**config.mk**
```make
export PLATFORM = sky130hd
export DESIGN_NAME = tec_timer
export DESIGN_NICKNAME = d
export VERILOG_FILES = /design/src/tec_pkg.sv /design/src/tec_edge_sync.sv /design/src/tec_timer.sv
export SDC_FILE = /design/constraint.sdc
export NUM_CORES = 1
export LEC_CHECK = 0
export BUFFER_PORTS_ARGS = -buffer_cell sky130_fd_sc_hd__buf_4
export CAP_MARGIN = 5
export CORE_MARGIN = 4
export CORE_UTILIZATION = 46
export CTS_CLUSTER_SIZE = 20
export DETAILED_ROUTE_END_ITERATION = 8
export HOLD_SLACK_MARGIN = 0.02
export PLACE_DENSITY = 0.8
export SLEW_MARGIN = 25
export SYNTH_ARGS = -nofsm -noshare
export SYNTH_HDL_FRONTEND = slang
export SYNTH_SLANG_ARGS = --single-unit
export TNS_END_PERCENT = 5
```
**constraint.sdc**
```tcl
create_clock -name ref_clk_i -period 1.8 [get_ports ref_clk_i]
set_input_delay 0.18 -clock ref_clk_i [delete_from_list [all_inputs] [get_ports ref_clk_i]]
set_output_delay 0.18 -clock ref_clk_i [all_outputs]
set_load 0.005 [all_outputs]
```
**src/tec_pkg.sv**
```systemverilog
// Constants for the 8-bit timer/event counter block.
// Assumes a classic Wishbone slave with 32-bit data, byte addresses.
package tec_pkg;
    localparam int unsigned ADDR_W = 4;
    localparam logic [3:0] OFF_CONTROL = 4'h0;
    localparam logic [3:0] OFF_PRELOAD = 4'h4;
    localparam logic [3:0] OFF_COUNT = 4'h8;
    localparam logic [3:0] OFF_MISC = 4'hC;
    localparam logic [7:0] CONTROL_RST = 8'h08;
    localparam logic [7:0] COUNT_FULL = 8'hFF;
    localparam int unsigned MODE_HI_BIT = 7;
    localparam int unsigned MODE_LO_BIT = 6;
    localparam int unsigned CLKSEL_BIT = 5;
    localparam int unsigned RUN_BIT = 4;
    localparam int unsigned EDGE_BIT = 3;
    localparam int unsigned PSC_MSB = 2;
    localparam int unsigned MISC_REMAP_BIT = 0;
    localparam int unsigned MISC_IRQEN_BIT = 1;
    localparam int unsigned MISC_PWMEN_BIT = 2;
    localparam logic [2:0] MISC_RST = 3'h0;
    localparam int unsigned PSC_W = 7;
    typedef enum logic [1:0] {
        TEC_MODE_NONE = 2'b00,
        TEC_MODE_EVENT = 2'b01,
        TEC_MODE_TIMER = 2'b10,
        TEC_MODE_CAPTURE = 2'b11
    } tec_mode_e;
endpackage

```
**src/tec_edge_sync.sv**
```systemverilog
// Two-flop synchroniser with rise and fall pulse detection.
// Assumes the pin is asynchronous to ref_clk_i.
`timescale 1ns/100ps
`default_nettype none
module tec_edge_sync (
    input wire logic ref_clk_i,
    input wire logic resetn_i,
    input wire logic pin_i,
    output logic level_o,
    output logic rise_o,
    output logic fall_o
);
    logic meta_ff;
    logic sync_ff;
    logic prev_ff;

    always_ff @(posedge ref_clk_i or negedge resetn_i)
    begin
        if (!resetn_i)
        begin
            meta_ff <= 1'b0;
            sync_ff <= 1'b0;
            prev_ff <= 1'b0;
        end
        else
        begin
            meta_ff <= pin_i;
            sync_ff <= meta_ff;
            prev_ff <= sync_ff;
        end
    end

    assign level_o = sync_ff;
    assign rise_o = sync_ff & ~prev_ff;
    assign fall_o = ~sync_ff & prev_ff;
endmodule
`default_nettype wire

```
**src/tec_timer.sv**
```systemverilog
// 8-bit timer/event counter with Wishbone register access.
// Assumes synchronous bus, pins arrive asynchronously and are synchronised.
`timescale 1ns/100ps
`default_nettype none
module tec_timer #(
    parameter int unsigned PSC_W = tec_pkg::PSC_W
) (
    input wire logic ref_clk_i,
    input wire logic resetn_i,
    input wire logic wb_cyc_i,
    input wire logic wb_stb_i,
    input wire logic wb_we_i,
    input wire logic [tec_pkg::ADDR_W-1:0] wb_adr_i,
    input wire logic [3:0] wb_sel_i,
    input wire logic [31:0] wb_dat_i,
    output logic [31:0] wb_dat_o,
    output logic wb_ack_o,
    input wire logic counter0_input_pin_i,
    input wire logic counter0_input_pin_alt_i,
    input wire logic low_speed_crystal_i,
    output logic overflow_o,
    output logic irq_o,
    output logic wake_o,
    output logic pin_remap_select_o
);
    logic [7:0] control_ff;
    logic [7:0] preload_ff;
    logic [7:0] counter0_value_ff;
    logic [2:0] misc_control_reg_ff;
    logic [PSC_W-1:0] psc_ff;
    logic lxt_meta_ff;
    logic lxt_sync_ff;
    logic lxt_prev_ff;
    logic capture_active_ff;
    logic ovf_ff;
    logic ack_ff;
    logic [31:0] rdata_ff;
    logic pin_sel;
    logic pin_level;
    logic pin_rise;
    logic pin_fall;
    logic base_tick;
    logic [PSC_W-1:0] psc_mask;
    logic psc_tick;
    logic tick;
    logic wr;
    logic rd;
    logic wr_ctrl;
    logic wr_pre;
    logic wr_misc;
    logic running;
    logic cap_start;
    logic cap_stop;
    logic ovf_now;
    tec_pkg::tec_mode_e mode;

    assign mode = tec_pkg::tec_mode_e'(control_ff[tec_pkg::MODE_HI_BIT:
        tec_pkg::MODE_LO_BIT]);
    assign running = control_ff[tec_pkg::RUN_BIT];

    // Bus decode; one-cycle ack for every access
    assign wr = wb_cyc_i & wb_stb_i & wb_we_i & ~ack_ff & wb_sel_i[0];
    assign rd = wb_cyc_i & wb_stb_i & ~wb_we_i & ~ack_ff;
    assign wr_ctrl = wr & (wb_adr_i == tec_pkg::OFF_CONTROL);
    assign wr_pre = wr & (wb_adr_i == tec_pkg::OFF_PRELOAD);
    assign wr_misc = wr & (wb_adr_i == tec_pkg::OFF_MISC);

    // Pin remap selects source before synchronisation
    assign pin_sel = misc_control_reg_ff[tec_pkg::MISC_REMAP_BIT] ?
        counter0_input_pin_alt_i : counter0_input_pin_i;

    tec_edge_sync u_pin_sync (
        .ref_clk_i(ref_clk_i),
        .resetn_i(resetn_i),
        .pin_i(pin_sel),
        .level_o(pin_level),
        .rise_o(pin_rise),
        .fall_o(pin_fall)
    );

    // Crystal clock sampled as a level; its falling edge is a base tick
    always_ff @(posedge ref_clk_i or negedge resetn_i)
    begin
        if (!resetn_i)
        begin
            lxt_meta_ff <= 1'b0;
            lxt_sync_ff <= 1'b0;
            lxt_prev_ff <= 1'b0;
        end
        else
        begin
            lxt_meta_ff <= low_speed_crystal_i;
            lxt_sync_ff <= lxt_meta_ff;
            lxt_prev_ff <= lxt_sync_ff;
        end
    end

    // Base clock select, PWM forces system clock
    assign base_tick = (control_ff[tec_pkg::CLKSEL_BIT] &
        ~misc_control_reg_ff[tec_pkg::MISC_PWMEN_BIT]) ?
        (lxt_prev_ff & ~lxt_sync_ff) : 1'b1;

    // Free-running prescaler; tick on the falling edge of the divided bit
    always_ff @(posedge ref_clk_i or negedge resetn_i)
    begin
        if (!resetn_i)
            psc_ff <= '0;
        else if (base_tick)
            psc_ff <= psc_ff + 1'b1;
    end

    // Low ratio bits all ones marks one tick per divided period
    assign psc_mask = ~({PSC_W{1'b1}} << control_ff[tec_pkg::PSC_MSB:0]);
    assign psc_tick = base_tick & (&(psc_ff | ~psc_mask));

    // Capture start and stop edges by edge select
    assign cap_start = control_ff[tec_pkg::EDGE_BIT] ? pin_rise : pin_fall;
    assign cap_stop = control_ff[tec_pkg::EDGE_BIT] ? pin_fall : pin_rise;

    always_comb
    begin
        tick = 1'b0;
        if (running)
        begin
            unique case (mode)
                tec_pkg::TEC_MODE_NONE: tick = 1'b0;
                tec_pkg::TEC_MODE_EVENT: tick = control_ff[tec_pkg::EDGE_BIT]
                    ? pin_fall : pin_rise;
                tec_pkg::TEC_MODE_TIMER: tick = psc_tick;
                tec_pkg::TEC_MODE_CAPTURE: tick = psc_tick &
                    capture_active_ff & ~cap_stop;
            endcase
        end
    end

    assign ovf_now = tick & (counter0_value_ff == tec_pkg::COUNT_FULL);

    // Capture window tracking
    always_ff @(posedge ref_clk_i or negedge resetn_i)
    begin
        if (!resetn_i)
            capture_active_ff <= 1'b0;
        else if (!running || mode != tec_pkg::TEC_MODE_CAPTURE)
            capture_active_ff <= 1'b0;
        else if (!capture_active_ff && cap_start)
            capture_active_ff <= 1'b1;
        else if (capture_active_ff && cap_stop)
            capture_active_ff <= 1'b0;
    end

    // Control register; capture end clears run enable over a write
    always_ff @(posedge ref_clk_i or negedge resetn_i)
    begin
        if (!resetn_i)
            control_ff <= tec_pkg::CONTROL_RST;
        else if (running && mode == tec_pkg::TEC_MODE_CAPTURE &&
                 capture_active_ff && cap_stop)
            control_ff[tec_pkg::RUN_BIT] <= 1'b0;
        else if (wr_ctrl)
            control_ff <= wb_dat_i[7:0];
    end

    always_ff @(posedge ref_clk_i or negedge resetn_i)
    begin
        if (!resetn_i)
            misc_control_reg_ff <= tec_pkg::MISC_RST;
        else if (wr_misc)
            misc_control_reg_ff <= wb_dat_i[2:0];
    end

    // Preload has no reset
    always_ff @(posedge ref_clk_i)
    begin
        if (wr_pre)
            preload_ff <= wb_dat_i[7:0];
    end

    always_ff @(posedge ref_clk_i or negedge resetn_i)
    begin
        if (!resetn_i)
            counter0_value_ff <= 8'h00;
        else if (wr_pre && !running)
            counter0_value_ff <= wb_dat_i[7:0];
        else if (ovf_now)
            counter0_value_ff <= preload_ff;
        else if (tick)
            counter0_value_ff <= counter0_value_ff + 8'h01;
    end

    always_ff @(posedge ref_clk_i or negedge resetn_i)
    begin
        if (!resetn_i)
            ovf_ff <= 1'b0;
        else
            ovf_ff <= ovf_now;
    end

    assign overflow_o = ovf_ff;
    assign irq_o = ovf_ff & misc_control_reg_ff[tec_pkg::MISC_IRQEN_BIT];
    assign wake_o = irq_o;
    assign pin_remap_select_o = misc_control_reg_ff[tec_pkg::MISC_REMAP_BIT];

    // Read data and ack
    always_ff @(posedge ref_clk_i or negedge resetn_i)
    begin
        if (!resetn_i)
        begin
            ack_ff <= 1'b0;
            rdata_ff <= 32'h0000_0000;
        end
        else
        begin
            ack_ff <= wb_cyc_i & wb_stb_i & ~ack_ff;
            if (rd)
            begin
                unique case (wb_adr_i)
                    tec_pkg::OFF_CONTROL: rdata_ff <= {24'h0, control_ff};
                    tec_pkg::OFF_PRELOAD: rdata_ff <= {24'h0, preload_ff};
                    tec_pkg::OFF_COUNT:
                        rdata_ff <= {24'h0, counter0_value_ff};
                    tec_pkg::OFF_MISC:
                        rdata_ff <= {29'h0, misc_control_reg_ff};
                    default: rdata_ff <= 32'h0000_0000;
                endcase
            end
        end
    end

    assign wb_ack_o = ack_ff;
    assign wb_dat_o = rdata_ff;

    property p_ovf_reload;
        @(posedge ref_clk_i) disable iff (!resetn_i)
        (ovf_now && !(wr_pre && !running)) |=>
            (counter0_value_ff == $past(preload_ff)) && overflow_o;
    endproperty
    a_ovf_reload: assert property (p_ovf_reload)
        else $error("overflow did not reload");

    property p_ovf_pulse;
        @(posedge ref_clk_i) disable iff (!resetn_i)
        (overflow_o && !ovf_now) |=> !overflow_o;
    endproperty
    a_ovf_pulse: assert property (p_ovf_pulse)
        else $error("overflow pulse longer than one cycle");

    property p_direct_load;
        @(posedge ref_clk_i) disable iff (!resetn_i)
        (wr_pre && !running) |=> counter0_value_ff == $past(wb_dat_i[7:0]);
    endproperty
    a_direct_load: assert property (p_direct_load)
        else $error("disabled preload write missed counter");

    property p_halt;
        @(posedge ref_clk_i) disable iff (!resetn_i)
        (!running && !wr_pre) |=> $stable(counter0_value_ff);
    endproperty
    a_halt: assert property (p_halt)
        else $error("counter moved while halted");

    property p_irq_gate;
        @(posedge ref_clk_i) disable iff (!resetn_i)
        irq_o |-> overflow_o && misc_control_reg_ff[tec_pkg::MISC_IRQEN_BIT];
    endproperty
    a_irq_gate: assert property (p_irq_gate)
        else $error("interrupt without enable");

    property p_cap_clear;
        @(posedge ref_clk_i) disable iff (!resetn_i)
        (capture_active_ff && cap_stop && running &&
         mode == tec_pkg::TEC_MODE_CAPTURE) |=> !running;
    endproperty
    a_cap_clear: assert property (p_cap_clear)
        else $error("capture end did not clear run");

    property p_cap_wait;
        @(posedge ref_clk_i) disable iff (!resetn_i)
        (mode == tec_pkg::TEC_MODE_CAPTURE && !capture_active_ff) |-> !tick;
    endproperty
    a_cap_wait: assert property (p_cap_wait)
        else $error("capture counted before start edge");

    property p_event_edge;
        @(posedge ref_clk_i) disable iff (!resetn_i)
        (mode == tec_pkg::TEC_MODE_EVENT && tick) |->
            (control_ff[tec_pkg::EDGE_BIT] ? pin_fall : pin_rise);
    endproperty
    a_event_edge: assert property (p_event_edge)
        else $error("event counted on wrong edge");

    property p_ack_drop;
        @(posedge ref_clk_i) disable iff (!resetn_i)
        wb_ack_o |=> !wb_ack_o;
    endproperty
    a_ack_drop: assert property (p_ack_drop)
        else $error("ack held two cycles");

    property p_event_step;
        @(posedge ref_clk_i) disable iff (!resetn_i)
        (mode == tec_pkg::TEC_MODE_EVENT && running &&
         counter0_value_ff != tec_pkg::COUNT_FULL &&
         (control_ff[tec_pkg::EDGE_BIT] ? pin_fall : pin_rise)) |=>
            counter0_value_ff == $past(counter0_value_ff) + 8'h01;
    endproperty
    a_event_step: assert property (p_event_step)
        else $error("event edge did not advance counter");

    property p_running_preload;
        @(posedge ref_clk_i) disable iff (!resetn_i)
        (wr_pre && running && !tick) |=> $stable(counter0_value_ff);
    endproperty
    a_running_preload: assert property (p_running_preload)
        else $error("running preload write reached counter");

    property p_run_sticky;
        @(posedge ref_clk_i) disable iff (!resetn_i)
        (!running && !wr_ctrl) |=> !running;
    endproperty
    a_run_sticky: assert property (p_run_sticky)
        else $error("run enable set without software");

    property p_pwm_base;
        @(posedge ref_clk_i) disable iff (!resetn_i)
        misc_control_reg_ff[tec_pkg::MISC_PWMEN_BIT] |-> base_tick;
    endproperty
    a_pwm_base: assert property (p_pwm_base)
        else $error("pwm enable did not force system clock");
endmodule
`default_nettype wire

```
Yosys cells after proc, flatten, opt, wreduce, memory -nomap -nowiden
Cells that the tools add are included.
Storage, ports and cells
  register bits: 75
  bits of input ports: 48
Operators by class
  mux-type cells: 15
  shifts and indexed selects: 1
  add/sub/neg operators: 2
  bitwise gates (word level): 30
  equality and inequality tests: 8
  reduce and logical (&&, ||, !) cells: 16
Operators with widths (count)
  8-bit case mux with 4 select lines: 1
  8-bit two-way mux: 3
  1-bit AND: 19
  7-bit NOT: 2
  1-bit two-way mux: 9
  8-bit by 1-bit adder with 8-bit output (second input constant): 1
  4-bit == test (second input constant): 2
  8-bit == test (second input constant): 1
  1-bit NOT: 8
  7-bit by 1-bit adder with 7-bit output (second input constant): 1
  7-bit OR: 1
  7-bit AND reduction: 1
  7-bit by 3-bit left shift with 7-bit output (first input constant): 1
  1-bit logical AND: 6
  3-bit nonzero test: 2
  5-bit two-way mux: 1
  2-bit == test (second input constant): 2
  4-bit by 3-bit == test with 1-bit output (second input constant): 1
  4-bit logical NOT: 1
  1-bit case mux with 4 select lines: 1
  2-bit by 1-bit == test with 1-bit output (second input constant): 1
  1-bit logical NOT: 2
  2-bit logical NOT: 1
  2-bit != test (second input constant): 1
  other kinds (3): 3

Depth between registers and ports, before layout
Gate-level depths: netlist of run 1.
  word-level depth: 13
  gate-level depth with buffers: 8
  mapped depth without buffers: 7

Hierarchy
A second synthesis of run 1 with hierarchy kept.
Second synthesis, totals
  cells, all modules: 231
  area, all modules: 2643.8 µm²
Modules (own cells, without submodules)
  tec_timer: area an instance 2553.7 µm², instances 1, cells each 226
  tec_edge_sync: area an instance 90.1 µm², instances 1, cells each 5

Worst setup path before layout of run 1
Ideal clock, no wire load.
  kind: register to register
  start: reg ack_ff (netlist: wb_ack_o)
  end: reg control_ff[0]
  cell stages (with the launch flop): 7
  data arrival time: 1.669 ns
  clock period less this slack: 1.794 ns
  slack: 0.006 ns
  setup time: 0.125 ns
  cell sequence: dfrtp_1 -> nand3b_4 -> clkinv_2 -> nand4b_4 -> or4_4 -> nor2_8 -> mux2_4
Between the ends
  cells in the longest elaborated chain, start to end: 5
Ends and longest elaborated chain
  start, declared: RTL line tec_timer.sv:36  | logic ack_ff;
  start signal, assigned: RTL line tec_timer.sv:213  | ack_ff <= wb_cyc_i & wb_stb_i & ~ack_ff;
  1-bit NOT: RTL line tec_timer.sv:62  | assign wr = wb_cyc_i & wb_stb_i & wb_we_i & ~ack_ff & wb_sel_i[0];
  1-bit AND (2 in a row): RTL line tec_timer.sv:62
  1-bit AND: RTL line tec_timer.sv:64  | assign wr_ctrl = wr & (wb_adr_i == tec_pkg::OFF_CONTROL);
  2-bit AND reduction (no source line)
  end signal, assigned: RTL line tec_timer.sv:155  | control_ff <= tec_pkg::CONTROL_RST;
  end signal, assigned: RTL line tec_timer.sv:160  | control_ff <= wb_dat_i[7:0];
  end, declared: RTL line tec_timer.sv:26  | logic [7:0] control_ff;
Every way passes these cells.
A chain may end at the register's enable or synchronous reset.

Worst setup path in the final report of run 1
  start: reg ack_ff (netlist: wb_ack_o)
  end: reg control_ff[2]
The elaborated chain is that of the path after synthesis.

==> results of run 1 <==
placed cells by master, fill, tap and decap left out, drive strengths merged, types with 6 or more instances in the layout:
master,n
dfrtp,42
mux2i,6
edfxtp,8
a21oi,12
buf,57
o21ai,7
conb,24
nor2,19
clkbuf,6
nand2,19
mux2,12
a221o,7
through the flow:
step / util / std cells
6_report: 0.580 / 363
3_5_place_dp: 0.546 / 353
3_3_place_gp: 0.546 / 353
4_1_cts: 0.574 / 363
5_1_grt: 0.580 / 363
2_1_floorplan: - / 259
power by group through the flow:
stage                     Sequential [W]  Clock, W  Combinational, W
final                            0.00145  0.000929          0.000560
after global routing             0.00147  0.000994          0.000628
after CTS                        0.00145  0.000947          0.000556
after detailed placement         0.00147         0          0.000549
after global placement           0.00146         0          0.000524
after floorplan                  0.00144         0          0.000379
worst paths after layout:
| kind | cells after the start | end | slack [ns] |
|---|---|---|---|
| worst min register to register | 0 | lxt_sync_ff | 0.36 |
| worst max-delay path | 6 | control_ff[2] | -0.06 |
| max in group asynchronous | 2 | wb_dat_o[7] | 1.02 |
| worst max register to register | 6 | control_ff[2] | -0.06 |
| min in group asynchronous | 2 | psc_ff[0] | 0.41 |
| worst min-delay path | 1 | preload_ff[7] | 0.07 |
flip-flops by register name, indices dropped and copies added, names as in the netlist:
register	cells
preload_ff	8
wb_ack_o	1
lxt_meta_ff	1
overflow_o	1
misc_control_reg_ff	3
u_pin_sync.level_o	1
lxt_sync_ff	1
counter0_value_ff	8
control_ff	8
u_pin_sync.prev_ff	1
capture_active_ff	1
u_pin_sync.meta_ff	1
psc_ff	7
wb_dat_o	8
lxt_prev_ff	1
timing repair:
| item | in CTS | in global routing |
|---|---|---|
| hold buffers | 2 | 0 |
| cloned | 0 | 0 |
| endpoints found under the setup margin | 12 | 15 |
| pin swaps | 3 | 1 |
| hold endpoints to repair | 43 | 0 |
| resized for setup | 1 | 5 |
cell families after synthesis:
kind of cell / count (synthesis) / share of synthesized area
simple gates: 68 / 0.150
flops: 51 / 0.488
compound gates: 44 / 0.116
buf+inv: 39 / 0.0958
mux: 21 / 0.107
xor+xnor: 10 / 0.0324
fa+ha+maj: 2 / 0.00926
other cells: 1 / 0.00139
routing by layer:
| layer | GRT usage | wire [µm] | up-vias |
|---|---|---|---|
| li1 | - | - | 904 |
| met1 | 0.233 | 2490 | 939 |
| met2 | 0.273 | 2780 | 92 |
| met3 | 0.0373 | 464 | 9 |
| met4 | 0.0432 | 77 | 0 |
| met5 | 0 | 0 | - |
layout make-up:
cell class | instances | area, µm² | area share
Clock buffer | 6 | 72.6 | 0.0223
Tap cell | 72 | 90.1 | 0.0277
Multi-Input combinational cell | 169 | 1240 | 0.383
Inverter | 4 | 20.0 | 0.00615
Clock inverter | 2 | 60.1 | 0.0185
Timing Repair Buffer | 59 | 448 | 0.138
Sequential cell | 51 | 1320 | 0.405
==> metrics.csv, run 1 <==
stage,metric,value,unit
placed_design,IO Port Bufs,33,
setup_path,Max Fanout on Critical Path,7,
setup_path,crit path max-delay cell type,or4_4,
yosys,register bit total from synthesis,51,
power,Seq pwr share,0.494,
die,Core ar.,5610,µm²
cts,"CTS clk-pin slew, worst paths",0.09,ns
power,clock network fraction of total power,0.316,
placed_design,Post-Place Worst Slack,-0.0560,ns
yosys,synth top area cells,"dfrtp_1 (39%), edfxtp_1 (8.9%), buf_4 (6.9%), mux2_4 (3.9%), nand2_1 (2.6%)",
placed_design,HPWL reported at the end of detailed placement,4.28,mm
routing,Total Wirelength,5.82,mm
yosys,Post-Syn Area,2700,µm²
setup_path,crit path launch,wb_ack_o,
timing,WHS,0.0733,ns
global_routing,initial antenna violation count,0,
routing,Routed WL per cell,16.0,µm
timing,RSZ-0062 raised after global routing,true,
global_routing,gr ovfl total,0,
timing,Final period util,1.03,
routing,DR vias/cell,5.36,
cts,H-tree Lvls,2,
routing,DRC viols,0,
cells_and_area,layout cells sized above 1,0.320,
yosys,post-synth top area share,0.389,
power,LEAKAGE,1.48,nW
cts,CTS Buffer Depth,2,
die,die height,84.7,µm
min_path,HP Start,wb_dat_i[7],
yosys,post-synth top area cell,dfrtp_1,
placed_design,GPL Wtd Cong,0.922,
setup_path,crit end category,flop,
routing,DR vias,1944,
timing,Fin Setup TNS,-0.354,ns
cells_and_area,P&R area growth vs syn,20.4,%
yosys,sequential fraction of the synthesis area,0.488,
global_routing,vias in the first global route,1994,
die,I/O pin cnt,85,
power,Total Power,0.00294,W
timing,Worst Max-Slew Pin Slew,0.546,ns
power,Net Switching,0.000776,W
global_routing,pin count of the biggest net entering global routing,44,
yosys,main flop type after synthesis,dfrtp_1,
outcome,failing checks,setup timing,
setup_path,WP buf/inv,1,
placed_design,DP Area,3060,µm²
yosys,top post-synthesis cells by count,"dfrtp_1 (42), buf_4 (25), nand2_1 (19)",
cells_and_area,Fill cells,460,
cts,Num CTS Buffers,5,
job,Max Cap Viol,0,
power,Comb pwr share,0.190,
cells_and_area,antenna cell count,0,
cells_and_area,nets,340,
setup_path,top cell family by delay on the critical path,simple AND/OR/NAND/NOR gates,
timing,Setup Viol. Count Final,9,
setup_path,worst endpoint required time,1.99,ns
yosys,Yosys Warn Count,0,
global_routing,first-pass GRT wire length,9.81,mm
die,initial core utilization,0.482,
setup_path,Slowest Stage Delay on Critical Path,0.47,ns
cells_and_area,post-layout instance area,3250,µm²
setup_path,Worst setup SP type,flop,
power,cell-internal power,0.00216,W
routing,Routed Antenna Nets,0,
yosys,async set-reset flop share out of synthesis,0.843,
die,DIE AREA,7170,µm²
yosys,Synth Instances,236,
power,Worst VDD drop,0.523,mV
cts,# Post-CTS Setup Buffers,0,
yosys,Syn Area/Cell,11.5,µm²
setup_path,CP Data Arrival Time,2.04,ns
cts,worst skew pair latency,0.30,ns
cts,Root Buffer,clkbuf_8,
timing,max_slew headroom,0.636,
timing,Achievable Freq,539,MHz
timing,Final Hold Viols,0,
routing,DRT iter0 DRCs,187,
min_path,hold crit path type,in -> reg,
cts,clk sinks,51,
power,switching share of power,0.264,
cts,TritonCTS clock tree,done,
timing,fin. max-slew vios,0,
power,P per Cell Area,904,nW/µm²
yosys,most repeated cell in the gate-level netlist after synthesis,dfrtp_1,
setup_path,worst flop-to-flop path startpoint,wb_ack_o,
routing,DR pass1 iterations,5,
die,cell row count,27,
yosys,distinct cell type count after synthesis,58,
timing,Final WS setup,-0.0558,ns
global_routing,Overall Global Routing Usage,0.170,
yosys,Post-synth EDFFs,8,
setup_path,CP Cell Sequence,nand3b_4 -> clkinv_4 -> nand4b_4 -> or4_4 -> nor2_8 -> mux2_4,
outcome,outcome,"finished, violations left",
setup_path,Crit Path Class,reg -> reg,
timing,Setup Skew,0.00382,ns
die,Die Wd,84.7,µm
timing,Final min period,1.86,ns
No activity file was read; power rests on OpenSTA's default activity.
==> inputs of run 2 (changes only) <==
- ABC_AREA: default -> 1
==> metrics.csv, run 2 <==
stage,metric,value,unit
outcome,outcome,"finished, final reports clean",
yosys,Syn Area/Cell,8.55,µm²
routing,DR pass1 iterations,4,
timing,Setup Viol. Count Final,0,
placed_design,GPL Wtd Cong,0.896,
cells_and_area,multi-input gate area in the final layout,1140,µm²
timing,Final period util,0.899,
placed_design,HPWL reported at the end of detailed placement,4.44,mm
die,die height,85.0,µm
routing,DRT iter0 DRCs,163,
yosys,async set-reset flop share out of synthesis,0.843,
cells_and_area,most frequent cells in the layout,"nand2_1 (81), dfrtp_1 (42), inv_1 (41)",
yosys,main flop type after synthesis,dfrtp_1,
timing,Achievable Freq,618,MHz
routing,DR vias,2196,
power,Total Power,0.00336,W
routing,DR vias/cell,5.06,
cts,Num CTS Buffers,5,
cts,H-tree Lvls,2,
setup_path,worst flop-to-flop path startpoint,counter0_value_ff[0],
die,I/O pin cnt,85,
routing,Routed Antenna Nets,0,
cts,clk sinks,51,
setup_path,CP Data Arrival Time,1.87,ns
cells_and_area,nets,411,
routing,DRC viols,0,
yosys,post-synth top area cell,dfrtp_1,
placed_design,Post-Place Worst Slack,0.179,ns
setup_path,crit path launch,counter0_value_ff[0],
cells_and_area,Register Area,1320,µm²
global_routing,Overall Global Routing Usage,0.170,
yosys,sequential fraction of the synthesis area,0.483,
cts,TritonCTS clock tree,done,
setup_path,reg2reg setup slack,0.18,ns
cells_and_area,"most common cell after layout, fill and taps aside",nand2_1,
timing,max_slew headroom,0.646,
setup_path,Crit Path Class,reg -> reg,
global_routing,initial antenna violation count,0,
yosys,post-synth top area share,0.385,
power,Worst VDD drop,0.439,mV
cells_and_area,P&R area growth vs syn,14.6,%
timing,Fin Setup TNS,0,ns
timing,fin. max-slew vios,0,
routing,Routed WL per cell,13.5,µm
power,P per Cell Area,1080,nW/µm²
job,Max Cap Viol,0,
cells_and_area,Fill cells,504,
min_path,HP Start,wb_dat_i[3],
global_routing,pin count of the biggest net entering global routing,44,
yosys,synth top area cells,"dfrtp_1 (39%), nand2_1 (11%), edfxtp_1 (8.8%), buf_4 (6.9%), inv_1 (5.6%)",
placed_design,IO Port Bufs,33,
yosys,distinct cell type count after synthesis,37,
yosys,top post-synthesis cells by count,"nand2_1 (81), dfrtp_1 (42), inv_1 (41)",
cells_and_area,layout cells sized above 1,0.196,
setup_path,worst endpoint required time,2.06,ns
cts,"CTS clk-pin slew, worst paths",0.09,ns
global_routing,vias in the first global route,2051,
cts,worst skew pair latency,0.31,ns
global_routing,first-pass GRT wire length,9.63,mm
cts,CTS Buffer Depth,2,
yosys,Post-synth EDFFs,8,
setup_path,crit end category,flop,
die,Die Wd,85.0,µm
timing,Final min period,1.62,ns
global_routing,gr ovfl total,0,
timing,Final WS setup,0.182,ns
die,initial core utilization,0.484,
cells_and_area,Final Non-Filler Cells,434,
die,DIE AREA,7230,µm²
timing,Setup Skew,0.00765,ns
power,LEAKAGE,1.57,nW
min_path,hold crit path type,in -> reg,
timing,Worst Max-Slew Pin Slew,0.531,ns
yosys,Post-Syn Area,2730,µm²
cells_and_area,antenna cell count,0,
setup_path,Max Fanout on Critical Path,6,
placed_design,placed insts,424,
die,Core ar.,5640,µm²
cts,Root Buffer,clkbuf_8,
yosys,register bit total from synthesis,51,
setup_path,Worst setup SP type,flop,
yosys,most repeated cell in the gate-level netlist after synthesis,nand2_1,
yosys,Synth Instances,319,
die,cell row count,27,
timing,Final Hold Viols,0,
routing,Total Wirelength,5.85,mm
yosys,Yosys Warn Count,0,
timing,RSZ-0062 raised after global routing,false,
cells_and_area,final core occ,0.554,
## run 2: cell type report
cell class	count	area share
clock inverters	1	0.00160
flip-flops and latches	51	0.421
clock buffers	7	0.0344
inverters	42	0.0504
multi-input cells	220	0.364
well taps	72	0.0288
repair buffers	41	0.100
## run 2: kinds of logic (layout without fill, tap and decap cells)
kind of cell	count (synthesis)	after routing	synth area share
other cells	1	24	0.00137
xor+xnor	8	8	0.0257
fa+ha+maj	2	2	0.00917
mux	2	2	0.00825
compound gates	49	49	0.105
simple gates	135	135	0.229
buf+inv	71	91	0.138
flops	51	51	0.483
## run 2: per-stage QoR
step                      instance area [µm²]  hold WS [ns]
after floorplan                          2820        -0.116
after global placement                   2980         0.198
after detailed placement                 2980         0.203
after CTS                                3110        0.0409
after global routing                     3130        0.0421
final                                    3130        0.0464
## run 2: worst paths after layout
| check | to | depth (start not counted) |
|---|---|---|
| setup / recovery | counter0_value_ff[4] | 10 |
| hold / removal | preload_ff[3] | 1 |
| setup reg to reg | counter0_value_ff[4] | 10 |
| hold reg to reg | lxt_sync_ff | 0 |
| max in group asynchronous | control_ff[3] | 2 |
| min in group asynchronous | psc_ff[1] | 2 |
## run 2: what timing repair did
| item | 4_1_cts | 5_1_grt |
|---|---|---|
| hold buffers | 2 | 0 |
| gates resized for setup | 0 | 3 |
| buffers inserted | 0 | 0 |
| setup endpoints to repair | 0 | 2 |
| hold endpoints to repair | 43 | 0 |
## run 2: report_power, final
part	total, W	internal (W)	switching, W
logic	0.000966	0.000432	0.000534
clock network	0.000776	0.000394	0.000382
registers	0.00162	0.00139	0.000228
total	0.00336	0.00222	0.00114
## run 2: per-layer routing
layer / vias up / track usage / share of wire
li1: 1057 / - / -
met3: 13 / 0.0291 / 0.092
met4: 0 / 0.0777 / 0.019
met2: 114 / 0.266 / 0.45
met1: 1012 / 0.229 / 0.44
met5: - / 0 / 0
## run 2: worst max-delay path, cell delays in order (launching register included)
cell,delay [ns]
dfrtp_1,0.37
ha_2,0.21
nand3_2,0.12
nor3_4,0.18
nand3_4,0.13
buf_4,0.18
o21ai_2,0.05
o21ai_1,0.07
o21ai_1,0.14
inv_1,0.05
nand2_1,0.05
==> inputs of run 3 (changes only) <==
- RECOVER_POWER: default -> 50
- SLEW_MARGIN: 25 -> 20
==> metrics.csv, run 3 (synthesized netlist as in run 2, its figures left out) <==
stage,metric,value,unit
routing,DRC viols,0,
routing,DR vias/cell,5.09,
cells_and_area,layout cells sized above 1,0.182,
cts,worst skew pair latency,0.32,ns
routing,DR vias,2209,
setup_path,Crit Path Class,reg -> reg,
timing,Final WS setup,0.183,ns
routing,Total Wirelength,5.83,mm
cells_and_area,P&R area growth vs syn,13.8,%
cts,TritonCTS clock tree,done,
routing,DR pass1 iterations,4,
timing,RSZ-0062 raised after global routing,false,
cts,clk sinks,51,
cts,Num CTS Buffers,5,
global_routing,initial antenna violation count,0,
setup_path,Slowest Stage Delay on Critical Path,0.37,ns
cells_and_area,"most common cell after layout, fill and taps aside",nand2_1,
setup_path,Worst setup SP type,flop,
global_routing,vias in the first global route,2051,
min_path,hold crit path type,in -> reg,
global_routing,first-pass GRT wire length,9.63,mm
placed_design,HPWL reported at the end of detailed placement,4.44,mm
cts,"CTS clk-pin slew, worst paths",0.09,ns
timing,Fin Setup TNS,0,ns
setup_path,worst endpoint required time,2.06,ns
placed_design,placed insts,424,
timing,Setup Viol. Count Final,0,
cells_and_area,post-layout instance area,3110,µm²
timing,fin. max-slew vios,0,
setup_path,Critical Path Most Common Cell,o21ai_1,
timing,Final Hold Viols,0,
cells_and_area,nets,411,
power,LEAKAGE,1.55,nW
placed_design,GPL Wtd Cong,0.896,
setup_path,crit end category,flop,
global_routing,Overall Global Routing Usage,0.170,
global_routing,gr ovfl total,0,
timing,Worst Max-Slew Pin Slew,1.02,ns
die,Core ar.,5640,µm²
die,I/O pin cnt,85,
timing,Setup Skew,0.00698,ns
die,initial core utilization,0.484,
routing,Routed WL per cell,13.4,µm
die,cell row count,27,
routing,Routed Antenna Nets,0,
cells_and_area,most frequent cells in the layout,"nand2_1 (81), dfrtp_1 (42), inv_1 (41)",
cells_and_area,antenna cell count,0,
die,Die Wd,85.0,µm
timing,max_slew headroom,0.317,
die,die height,85.0,µm
cts,H-tree Lvls,2,
timing,WHS,0.0672,ns
power,Worst VDD drop,0.439,mV
setup_path,WP buf/inv,2,
setup_path,Max Fanout on Critical Path,6,
placed_design,IO Port Bufs,33,
timing,Final min period,1.62,ns
timing,Achievable Freq,618,MHz
outcome,outcome,"finished, final reports clean",
routing,DRT iter0 DRCs,198,
placed_design,Post-Place Worst Slack,0.179,ns
job,Max Cap Viol,0,
global_routing,pin count of the biggest net entering global routing,44,
setup_path,CP Data Arrival Time,1.88,ns
cts,Root Buffer,clkbuf_8,
die,DIE AREA,7230,µm²
cts,CTS Buffer Depth,2,
timing,Final period util,0.899,
placed_design,DP Area,2980,µm²
power,P per Cell Area,1080,nW/µm²
setup_path,crit path max-delay cell type,dfrtp_1,
cells_and_area,Fill cells,508,
setup_path,top cell family by delay on the critical path,simple AND/OR/NAND/NOR gates,
cells_and_area,Final Non-Filler Cells,434,
setup_path,CP Cell Sequence,ha_2 -> nand3_2 -> nor3_4 -> nand3_4 -> buf_4 -> o21ai_2 -> o21ai_1 -> o21ai_1 -> inv_1 -> nand2_1,
## run 3: cell count changes in the layout (fill, tap and decap cells not counted), sizes merged
cell / before / now
buf: 39 / 29
clkbuf: 7 / 17
## run 3: what timing repair did
item                                    CTS  global route
buffers inserted                          0             0
hold endpoints to repair                 43             0
gates resized for setup                   0             3
endpoints found under the setup margin    0             2
hold buffers                              2             0
## run 3: where the power goes
| part | total (W) | switching, W | internal, W |
|---|---|---|---|
| clock network | 0.000772 | 0.000378 | 0.000394 |
| registers | 0.00162 | 0.000227 | 0.00139 |
| logic | 0.000960 | 0.000535 | 0.000426 |
## run 3: layout make-up
| class | count | area [µm²] | share of cell area |
|---|---|---|---|
| flip-flops and latches | 51 | 1320 | 0.424 |
| well taps | 72 | 90.1 | 0.0290 |
| clock inverters | 1 | 5.00 | 0.00161 |
| clock buffers | 7 | 108 | 0.0346 |
| multi-input cells | 220 | 1140 | 0.366 |
| repair buffers | 41 | 292 | 0.0938 |
| inverters | 42 | 158 | 0.0507 |
## run 3: worst paths after layout
kind	from	end	slack, ns	depth (start not counted)
worst max register to register	counter0_value_ff[0]	counter0_value_ff[4]	0.18	10
worst max-delay path	counter0_value_ff[0]	counter0_value_ff[4]	0.18	10
max in group asynchronous	resetn_i	counter0_value_ff[2]	0.60	2
worst min register to register	lxt_meta_ff	lxt_sync_ff	0.35	0
min in group asynchronous	resetn_i	psc_ff[1]	0.57	2
worst min-delay path	wb_dat_i[3]	preload_ff[3]	0.07	1
## run 3: layer usage
metal	routed length [µm]	global-route usage
met5	0	0
met1	2500	0.229
met2	2620	0.266
met3	575	0.0291
met4	134	0.0777
## run 3: metrics by stage
stage | util | power, W
finish | 0.551 | 0.00335
global route | 0.551 | 0.00360
CTS | 0.552 | 0.00336
detailed placement | 0.528 | 0.00258
global placement | 0.528 | 0.00253
floorplan | - | 0.00228
## run 3: worst reg2reg max path: stages (launching register included)
cell	delay, ns
dfrtp_1	0.37
ha_2	0.21
nand3_2	0.12
nor3_4	0.18
nand3_4	0.13
buf_4	0.18
o21ai_2	0.05
o21ai_1	0.07
o21ai_1	0.14
inv_1	0.05
nand2_1	0.05
